[config.mk]
export PLATFORM = sky130hd
export DESIGN_NAME = rsi_reset_init
export DESIGN_NICKNAME = d
export VERILOG_FILES = /design/src/include/rsi_pkg.sv /design/src/hw/rsi_reset_init.sv /design/src/hw/rsi_src_sync.sv
export SDC_FILE = /design/constraint.sdc
export NUM_CORES = 1
export LEC_CHECK = 0
export BUFFER_PORTS_ARGS = -buffer_cell sky130_fd_sc_hd__buf_4
export CAP_MARGIN = 20
export CORE_ASPECT_RATIO = 1.1
export CORE_MARGIN = 8
export CORE_UTILIZATION = 35
export DETAILED_ROUTE_END_ITERATION = 12
export PLACE_DENSITY = 0.7
export SLEW_MARGIN = 20
export SYNTH_ARGS = -nofsm -noshare
export SYNTH_HDL_FRONTEND = slang
export SYNTH_SLANG_ARGS = --single-unit
[constraint.sdc]
create_clock -name i_clock -period 3.05 [get_ports i_clock]
set_clock_uncertainty 0.15 [all_clocks]
set_input_delay 0.1525 -clock i_clock [delete_from_list [all_inputs] [get_ports i_clock]]
set_output_delay 0.1525 -clock i_clock [all_outputs]
set_load 0.05 [all_outputs]
[src/include/rsi_pkg.sv]
// constants and types for the reset state initialiser
package rsi_pkg;

  localparam int unsigned NUM_SRC = 3;
  localparam int unsigned SRC_POR = 0;
  localparam int unsigned SRC_LOW_VOLT = 1;
  localparam int unsigned SRC_WD       = 2;

  typedef logic [1:0] rsi_mode_t;
  localparam rsi_mode_t MODE_FAST  = 2'h0;
  localparam rsi_mode_t MODE_SLOW  = 2'h1;
  localparam rsi_mode_t MODE_IDLE  = 2'h2;
  localparam rsi_mode_t MODE_SLEEP = 2'h3;

  typedef enum logic [1:0] {
    KIND_POR,
    KIND_LOW_VOLT,
    KIND_WD_RUN,
    KIND_WD_STANDBY
  } rsi_kind_e;

  localparam logic TIMEOUT_FLAG_RST   = 1'b0;
  localparam logic POWERDOWN_FLAG_RST = 1'b0;
  localparam logic CPU_RESET_RST      = 1'b1;

endpackage : rsi_pkg

[src/hw/rsi_reset_init.sv]
// reset kind capture and post-reset state sequencing
`timescale 1ns/1ps
`default_nettype none
module rsi_reset_init (
  input  wire logic               i_clock,
  input  wire logic               i_rst_n,
  input  wire logic               i_ce,
  input  wire logic               i_power_on_reset,
  input  wire logic               i_low_voltage_reset,
  input  wire logic               i_watchdog_timer_timeout,
  input  wire rsi_pkg::rsi_mode_t i_power_mode,
  input  wire logic               i_sleep_enter,
  input  wire logic               i_watchdog_timer_clear,
  output var  logic               o_cpu_reset,
  output var  rsi_pkg::rsi_kind_e o_reset_kind,
  output var  logic               o_timeout_flag,
  output var  logic               o_powerdown_flag,
  output var  logic               o_pc_clear,
  output var  logic               o_program_counter_low_clear,
  output var  logic               o_stack_ptr_top,
  output var  logic               o_int_disable_all,
  output var  logic               o_watchdog_timer_clear,
  output var  logic               o_time_base_clear,
  output var  logic               o_watchdog_timer_run,
  output var  logic               o_timer_off,
  output var  logic               o_port_set_high,
  output var  logic               o_regs_reload,
  output var  logic               o_regs_retain
);
  import rsi_pkg::*;

  typedef enum logic [1:0] {
    ST_IDLE,
    ST_HOLD,
    ST_UNUSED
  } rsi_state_e;

  function automatic logic is_standby(input rsi_mode_t mode);
    is_standby = (mode == MODE_IDLE) || (mode == MODE_SLEEP);
  endfunction : is_standby

  function automatic rsi_kind_e pick_kind(input logic [NUM_SRC-1:0] src,
                                          input rsi_mode_t mode);
    if (src[SRC_POR]) begin
      pick_kind = KIND_POR;
    end else if (src[SRC_LOW_VOLT]) begin
      pick_kind = KIND_LOW_VOLT;
    end else if (is_standby(mode)) begin
      pick_kind = KIND_WD_STANDBY;
    end else begin
      pick_kind = KIND_WD_RUN;
    end
  endfunction : pick_kind

  logic [NUM_SRC-1:0] src_s;
  logic               src_any;

  rsi_state_e st_q;
  rsi_state_e st_d;
  rsi_kind_e  kind_q;
  rsi_kind_e  kind_d;
  logic       tmo_q;
  logic       tmo_d;
  logic       pd_q;
  logic       pd_d;
  logic       cpu_rst_q;
  logic       cpu_rst_d;
  logic       wd_run_q;
  logic       wd_run_d;
  logic       pc_clr_q;
  logic       pc_clr_d;
  logic       pc_low_clr_q;
  logic       pc_low_clr_d;
  logic       sp_top_q;
  logic       sp_top_d;
  logic       int_dis_q;
  logic       int_dis_d;
  logic       wd_clr_q;
  logic       wd_clr_d;
  logic       tb_clr_q;
  logic       tb_clr_d;
  logic       tmr_off_q;
  logic       tmr_off_d;
  logic       port_hi_q;
  logic       port_hi_d;
  logic       reload_q;
  logic       reload_d;
  logic       retain_q;
  logic       retain_d;

  rsi_src_sync u_src_sync (
    .i_clock (i_clock),
    .i_rst_n (i_rst_n),
    .i_ce    (i_ce),
    .i_src   ({i_watchdog_timer_timeout, i_low_voltage_reset,
               i_power_on_reset}),
    .o_src   (src_s)
  );

  assign src_any = |src_s;

  always_comb begin
    st_d         = st_q;
    kind_d       = kind_q;
    tmo_d        = tmo_q;
    pd_d         = pd_q;
    cpu_rst_d    = cpu_rst_q;
    wd_run_d     = wd_run_q;
    pc_clr_d     = 1'b0;
    pc_low_clr_d = 1'b0;
    sp_top_d     = 1'b0;
    int_dis_d    = 1'b0;
    wd_clr_d     = 1'b0;
    tb_clr_d  = 1'b0;
    tmr_off_d = 1'b0;
    port_hi_d = 1'b0;
    reload_d  = 1'b0;
    retain_d  = 1'b0;
    // core operations on the flags, overridden by a reset that applies
    if (i_watchdog_timer_clear) begin
      tmo_d = 1'b0;
      pd_d  = 1'b0;
    end
    if (i_sleep_enter) begin
      tmo_d = 1'b0;
      pd_d  = 1'b1;
    end
    unique case (st_q)
      ST_IDLE: begin
        if (src_any) begin
          st_d      = ST_HOLD;
          kind_d    = pick_kind(src_s, i_power_mode);
          cpu_rst_d = 1'b1;
          wd_run_d  = 1'b0;
        end
      end
      ST_HOLD: begin
        if (src_s[SRC_POR]) begin
          kind_d = KIND_POR;
        end
        if (!src_any) begin
          st_d      = ST_IDLE;
          cpu_rst_d    = 1'b0;
          pc_low_clr_d = 1'b1;
          sp_top_d     = 1'b1;
          wd_run_d     = 1'b1;
          unique case (kind_q)
            KIND_POR: begin
              tmo_d = 1'b0;
              pd_d  = 1'b0;
            end
            KIND_LOW_VOLT: begin
              tmo_d = tmo_q;
              pd_d  = pd_q;
            end
            KIND_WD_RUN: begin
              tmo_d = 1'b1;
              pd_d  = pd_q;
            end
            KIND_WD_STANDBY: begin
              tmo_d = 1'b1;
              pd_d  = 1'b1;
            end
          endcase
          if (kind_q == KIND_WD_STANDBY) begin
            retain_d = 1'b1;
          end else begin
            reload_d  = 1'b1;
            pc_clr_d  = 1'b1;
            int_dis_d = 1'b1;
            wd_clr_d  = 1'b1;
            tb_clr_d  = 1'b1;
            tmr_off_d = 1'b1;
            port_hi_d = 1'b1;
          end
        end
      end
      default: begin
        st_d = ST_IDLE;
      end
    endcase
  end

  always_ff @(posedge i_clock or negedge i_rst_n) begin
    if (!i_rst_n) begin
      st_q      <= ST_HOLD;
      kind_q    <= KIND_POR;
      tmo_q        <= TIMEOUT_FLAG_RST;
      pd_q         <= POWERDOWN_FLAG_RST;
      cpu_rst_q    <= CPU_RESET_RST;
      wd_run_q     <= 1'b0;
      pc_clr_q     <= 1'b0;
      pc_low_clr_q <= 1'b0;
      sp_top_q     <= 1'b0;
      int_dis_q    <= 1'b0;
      wd_clr_q     <= 1'b0;
      tb_clr_q  <= 1'b0;
      tmr_off_q <= 1'b0;
      port_hi_q <= 1'b0;
      reload_q  <= 1'b0;
      retain_q  <= 1'b0;
    end else if (i_ce) begin
      st_q      <= st_d;
      kind_q    <= kind_d;
      tmo_q        <= tmo_d;
      pd_q         <= pd_d;
      cpu_rst_q    <= cpu_rst_d;
      wd_run_q     <= wd_run_d;
      pc_clr_q     <= pc_clr_d;
      pc_low_clr_q <= pc_low_clr_d;
      sp_top_q     <= sp_top_d;
      int_dis_q    <= int_dis_d;
      wd_clr_q     <= wd_clr_d;
      tb_clr_q  <= tb_clr_d;
      tmr_off_q <= tmr_off_d;
      port_hi_q <= port_hi_d;
      reload_q  <= reload_d;
      retain_q  <= retain_d;
    end
  end

  assign o_cpu_reset                 = cpu_rst_q;
  assign o_reset_kind                = kind_q;
  assign o_timeout_flag              = tmo_q;
  assign o_powerdown_flag            = pd_q;
  assign o_pc_clear                  = pc_clr_q;
  assign o_program_counter_low_clear = pc_low_clr_q;
  assign o_stack_ptr_top             = sp_top_q;
  assign o_int_disable_all           = int_dis_q;
  assign o_watchdog_timer_clear      = wd_clr_q;
  assign o_time_base_clear           = tb_clr_q;
  assign o_watchdog_timer_run        = wd_run_q;
  assign o_timer_off                 = tmr_off_q;
  assign o_port_set_high             = port_hi_q;
  assign o_regs_reload               = reload_q;
  assign o_regs_retain               = retain_q;

endmodule : rsi_reset_init
`default_nettype wire

[src/hw/rsi_src_sync.sv]
// two-stage synchronisers for the reset source inputs
`timescale 1ns/1ps
`default_nettype none
module rsi_src_sync (
  input  wire logic                      i_clock,
  input  wire logic                      i_rst_n,
  input  wire logic                      i_ce,
  input  wire logic [rsi_pkg::NUM_SRC-1:0] i_src,
  output var  logic [rsi_pkg::NUM_SRC-1:0] o_src
);
  import rsi_pkg::*;

  logic [NUM_SRC-1:0] meta_q;
  logic [NUM_SRC-1:0] meta_d;
  logic [NUM_SRC-1:0] sync_q;
  logic [NUM_SRC-1:0] sync_d;

  genvar g;
  generate
    for (g = 0; g < NUM_SRC; g++) begin : g_sync
      always_comb begin
        meta_d[g] = i_src[g];
        sync_d[g] = meta_q[g];
      end
    end
  endgenerate

  always_ff @(posedge i_clock or negedge i_rst_n) begin
    if (!i_rst_n) begin
      meta_q <= '0;
      sync_q <= '0;
    end else if (i_ce) begin
      meta_q <= meta_d;
      sync_q <= sync_d;
    end
  end

  assign o_src = sync_q;

endmodule : rsi_src_sync
`default_nettype wire

After elaboration in Yosys (flattened, before gate mapping)
Index checks and enable logic that the tools add are counted.
- register bits after elaboration: 17
- output and inout port bits: 16
- mux-type cells: 33
- reduce and logical (&&, ||, !) cells: 12
- equal/unequal tests: 11
- operators with widths (cell ; number):
    2-to-1 mux 1 bit ; 21
    2-to-1 mux 2 bit ; 6
    == test 2 bit (second input constant) ; 4
    one-hot mux 1 bit (2 select lines) ; 4
    one-hot mux 2 bit (2 select lines) ; 2
    AND reduction 4 bit ; 2
    != test 3 bit (second input constant) ; 2
    == test 2 x 1 -> 1 bit (second input constant) ; 2
    zero test 2 bit ; 2
    != test 2 bit (second input constant) ; 2
    AND reduction 2 bit ; 2
    OR reduction 2 bit ; 2
    AND reduction 3 bit ; 1
    OR reduction 3 bit ; 1
    != test 2 x 1 -> 1 bit (second input constant) ; 1
    nonzero test 2 bit ; 1
    logical OR 1 bit ; 1

Depth between registers and ports, before layout
- depth after elaboration: 7
- mapped depth: 6
- gate-level depth less buffers: 6

Hierarchy
Synthesis repeated with hierarchy kept, for this count alone.
- cells, all modules: 68
- area, all modules: 789.5 µm²
- modules (own cells, without submodules) (module ; cells each ; seq. area each (µm²) ; times used ; area an instance (µm²)):
    rsi_reset_init ; 55 ; 226.5 ; 1 ; 538.0
    rsi_src_sync ; 13 ; 150.1 ; 1 ; 251.5

Worst setup path after synthesis
No wires, ideal clock.
- path type: register to register
- start point: reg kind_q[0], in the netlist o_reset_kind[0]
- end point: reg pd_q, in the netlist o_powerdown_flag
- cell stages (with the launch flop): 6
- data arrival time: 1.350 ns
- path buffers: 0
- library setup time: 0.121 ns
- slack: 1.429 ns
- path through: dfrtp_1 -> inv_1 -> ha_1 -> nand3_1 -> o21ai_0 -> a22o_1
- cells in the longest elaborated chain, start to end: 4
- elaborated cells between the ends (all ways): 10
- classes of those cells: eq/ne: 4; mux: 3; reduce/logical: 3
- ends and longest elaborated chain (what ; line ; text):
    from (decl) ; rsi_reset_init.sv:60 ; rsi_kind_e kind_q;
    from (signal assigned) ; rsi_reset_init.sv:204 ; kind_q <= kind_d;
    == test 2 bit, or another cell as far along ; rsi_reset_init.sv:147 ; unique case (kind_q)
    one-hot mux 1 bit (2 select lines) or OR reduction 2 bit (tied branches) ; n/a ;
    2-to-1 mux 1 bit or != test 3 bit (tied branches) ; n/a ;
    2-to-1 mux 1 bit or AND reduction 2 bit (tied branches) ; n/a ;
    to (signal assigned) ; rsi_reset_init.sv:206 ; pd_q <= pd_d;
    to (decl) ; rsi_reset_init.sv:64 ; logic pd_q;
Several ways; a longest one is shown, not always the timed one.
A chain may end at the register's enable or synchronous reset.

==> out/qor.csv <==
stage,metric,value,unit
grt,grt_max_degree,20,
critical_path,slowest_stage,dfstp_2,
clock_tree,clock_latency,0.28,ns
drt,routedWlPerCell,12.2,um
grt,grt_usage,8.36,%
placed_design,place_hpwl,1170,um
layout,antenna_cells,0,
critical_path,arrival,1.50,ns
clock_tree,tritoncts,done,
synthesis,synth.most_common_cell,dfrtp_1,
layout,syn_to_final_growth,28.3,%
grt,grt_pass1_vias,533,
floorplan,die_w,60.8,um
synthesis,synthesis.instances,70,
critical_path,slowest_delay,0.58,ns
synthesis,synth_warnings,0,
hold_path,hold_path_class,in -> reg,
drt,vias_per_cell,4.58,
synthesis,yosysSeqAreaShare,48.7,%
clock_tree,cts_max_path_buffers,2,
sta,finalHoldViolCount,0,
sta,slew_viol_final,0,
power,power.leakage,0.474,nW
clock_tree,cts_sinks,15,
clock_tree,clk_pin_slew,0.08,ns
critical_path,critPathTopFamily,flip-flops,
sta,fin_crit_sh,48.2,%
placed_design,place_congestion,0.803,
sta,setup_viol,0,
floorplan,die_h,65.3,um
layout,fin_nets,107,
drt,wirelength,1510,um
layout,final_cells,123,
synthesis,mappedNetlistArea,773,um^2
critical_path,cp-end-kind,flop,
grt,antenna_found_initial,0,
synthesis,yosys.cell_types.count,19,
critical_path,critPathMaxFanout,6,
power,power_density,588,nW/um^2
clock_tree,cts_root_buf,clkbuf_4,
floorplan,io_pins,26,
drt,drc_errors,0,
synthesis,synth_top_cell_by_area,dfrtp_1,
sta,whs,0.0224,ns
grt,grt_pass1_wl,2530,um
power,irDropWorstVdd,0.000235,V
sta,worst_pin_slew,0.312,ns
critical_path,start_kind,flop,
floorplan,initial_core_util,35.8,%
critical_path,required,3.07,ns
flow_run,cap_violations,0,
layout,drive_gt1_share,41.9,%
synthesis,synth_edf_count,0,
clock_tree,post_cts_buffers,0,
layout,multi_input_area,309,um^2
synthesis,async_reset_ff_share,100,%
sta,fin_setup_tns,0,ns
sta,slew-limit-headroom,79.1,%
layout,n_fill_cell,216,
drt,drtPass1Iterations,1,
floorplan,core,2160,um^2
run_status,outcome,finished clean,
floorplan,rows,18,
clock_tree,cts_made_buffers,3,
critical_path,worstSetupPathType,reg -> reg,
placed_design,dp.cells,115,
placed_design,io_buffers,24,
critical_path,cp_num_buf_inv,0,
drt,detail-route-antenna-nets,0,
grt,grt_remaining_overflow,0,
synthesis,avgSynthCellArea,11.0,um^2
synthesis,postSynthRegisterBits,15,
clock_tree,htree_levels,1,
synthesis,ys.flop_type,dfrtp_1,
sta,fmax,0.680,GHz
synthesis,netlist.area_leader.share,45.3,%
synthesis,synth.area.top_cells,"dfrtp_1 45%, mux2_2 12%, buf_4 7.8%, o21ai_0 5.8%, ha_1 4.9%",
sta,post-route-min-period,1.47,ns
synthesis,synth_common_cells,"14 x dfrtp_1, 9 x o21ai_0, 8 x buf_4, 8 x mux2_2, 6 x inv_1",
drt,via_count,563,
drt,drt_iter0_drc,0,
critical_path,crit_chain,nor4b_4 > o21ai_0 > a22o_1,
floorplan,fp.dieArea,3970,um^2
synthesis,syn_nets,83,
layout,ff_latch_area,377,um^2
sta,grt_setup_unrepaired,false,
worst min-delay path, stage by stage:
cell and delay, ns:
buf_4 0.11, nor2_1 0.09, o41ai_1 0.07
sequential cells by signal (all words and copies together) (netlist names):
register              flops
o_watchdog_timer_run      1
o_regs_reload             1
o_timeout_flag            1
u_src_sync.o_src          3
o_reset_kind              2
u_src_sync.meta_q         3
o_stack_ptr_top           1
o_regs_retain             1
o_cpu_reset               1
o_powerdown_flag          1
worst paths after layout:
path	startpoint	endpoint	slack (ns)	depth (start not counted)
worst min register to register	u_src_sync.meta_q[0]	u_src_sync.o_src[0]	0.36	1
worst max-delay path	o_cpu_reset	o_powerdown_flag	1.58	3
max in group asynchronous	i_rst_n	o_cpu_reset	2.39	2
worst max register to register	o_cpu_reset	o_powerdown_flag	1.58	3
worst min-delay path	i_power_mode[1]	o_reset_kind[0]	0.02	3
min in group asynchronous	i_rst_n	o_powerdown_flag	0.12	2
stage by stage:
step | setup WS, ns | total power, mW | util (%) | instance area, um^2
final | 1.58 | 0.584 | 45.9 | 992
after global routing | 1.50 | 0.621 | 45.9 | 992
after CTS | 1.58 | 0.596 | 45.9 | 992
after detailed placement | 1.59 | 0.476 | 42.8 | 926
after global placement | 1.61 | 0.471 | 42.8 | 926
after floorplan | 1.43 | 0.420 | - | 773
where the power goes:
group	internal, mW	leakage (nW)	switching [mW]	total (mW)
Combinational	0.0768	0.271	0.140	0.217
Sequential	0.226	0.188	0.0314	0.257
Clock	0.0507	0.0150	0.0591	0.110
cell type report:
| cell class | count | area share, % |
|---|---|---|
| Timing Repair Buffer | 28 | 22.2 |
| Sequential cell | 15 | 38.0 |
| Multi-Input combinational cell | 40 | 31.1 |
| Tap cell | 30 | 3.78 |
| Clock buffer | 4 | 2.65 |
| Inverter | 6 | 2.27 |
kinds of logic after synthesis:
group,share of synthesized area (%)
mux,11.7
compound gates,12.1
simple gates,11.3
buf+inv,11.3
fa+ha+maj,4.85
flops,48.7
placed cells by master (no fill, tap or decap):
master | Yosys | layout
buf_4 | 8 | 24
o32ai_1 | 1 | 1
nand2_1 | 4 | 4
nand2b_4 | 1 | 1
ha_1 | 3 | 3
nor3_2 | 1 | 1
o21ai_0 | 9 | 9
nand3_1 | 2 | 2
clkbuf_4 | 0 | 3
inv_1 | 6 | 6
nor4b_4 | 1 | 1
clkbuf_1 | 0 | 1
dfrtp_1 | 14 | 14
a22o_1 | 1 | 1
o31ai_1 | 1 | 1
a21oi_1 | 3 | 3
nor2_1 | 4 | 4
mux2_2 | 8 | 8
dfstp_2 | 1 | 1
dlygate4sd3_1 | 0 | 4
o41ai_1 | 1 | 1
routing by layer:
layer / GRT usage, % / wire (um)
met2: 13.4 / 765
met1: 9.11 / 608
met5: 0 / 0
met3: 3.52 / 108
met4: 4.37 / 25
timing repair:
item	in CTS	in global routing
endpoints found under the hold margin	18	0
hold buffers	4	0
gates resized for setup	0	0
(Power assumes the default switching activity.)
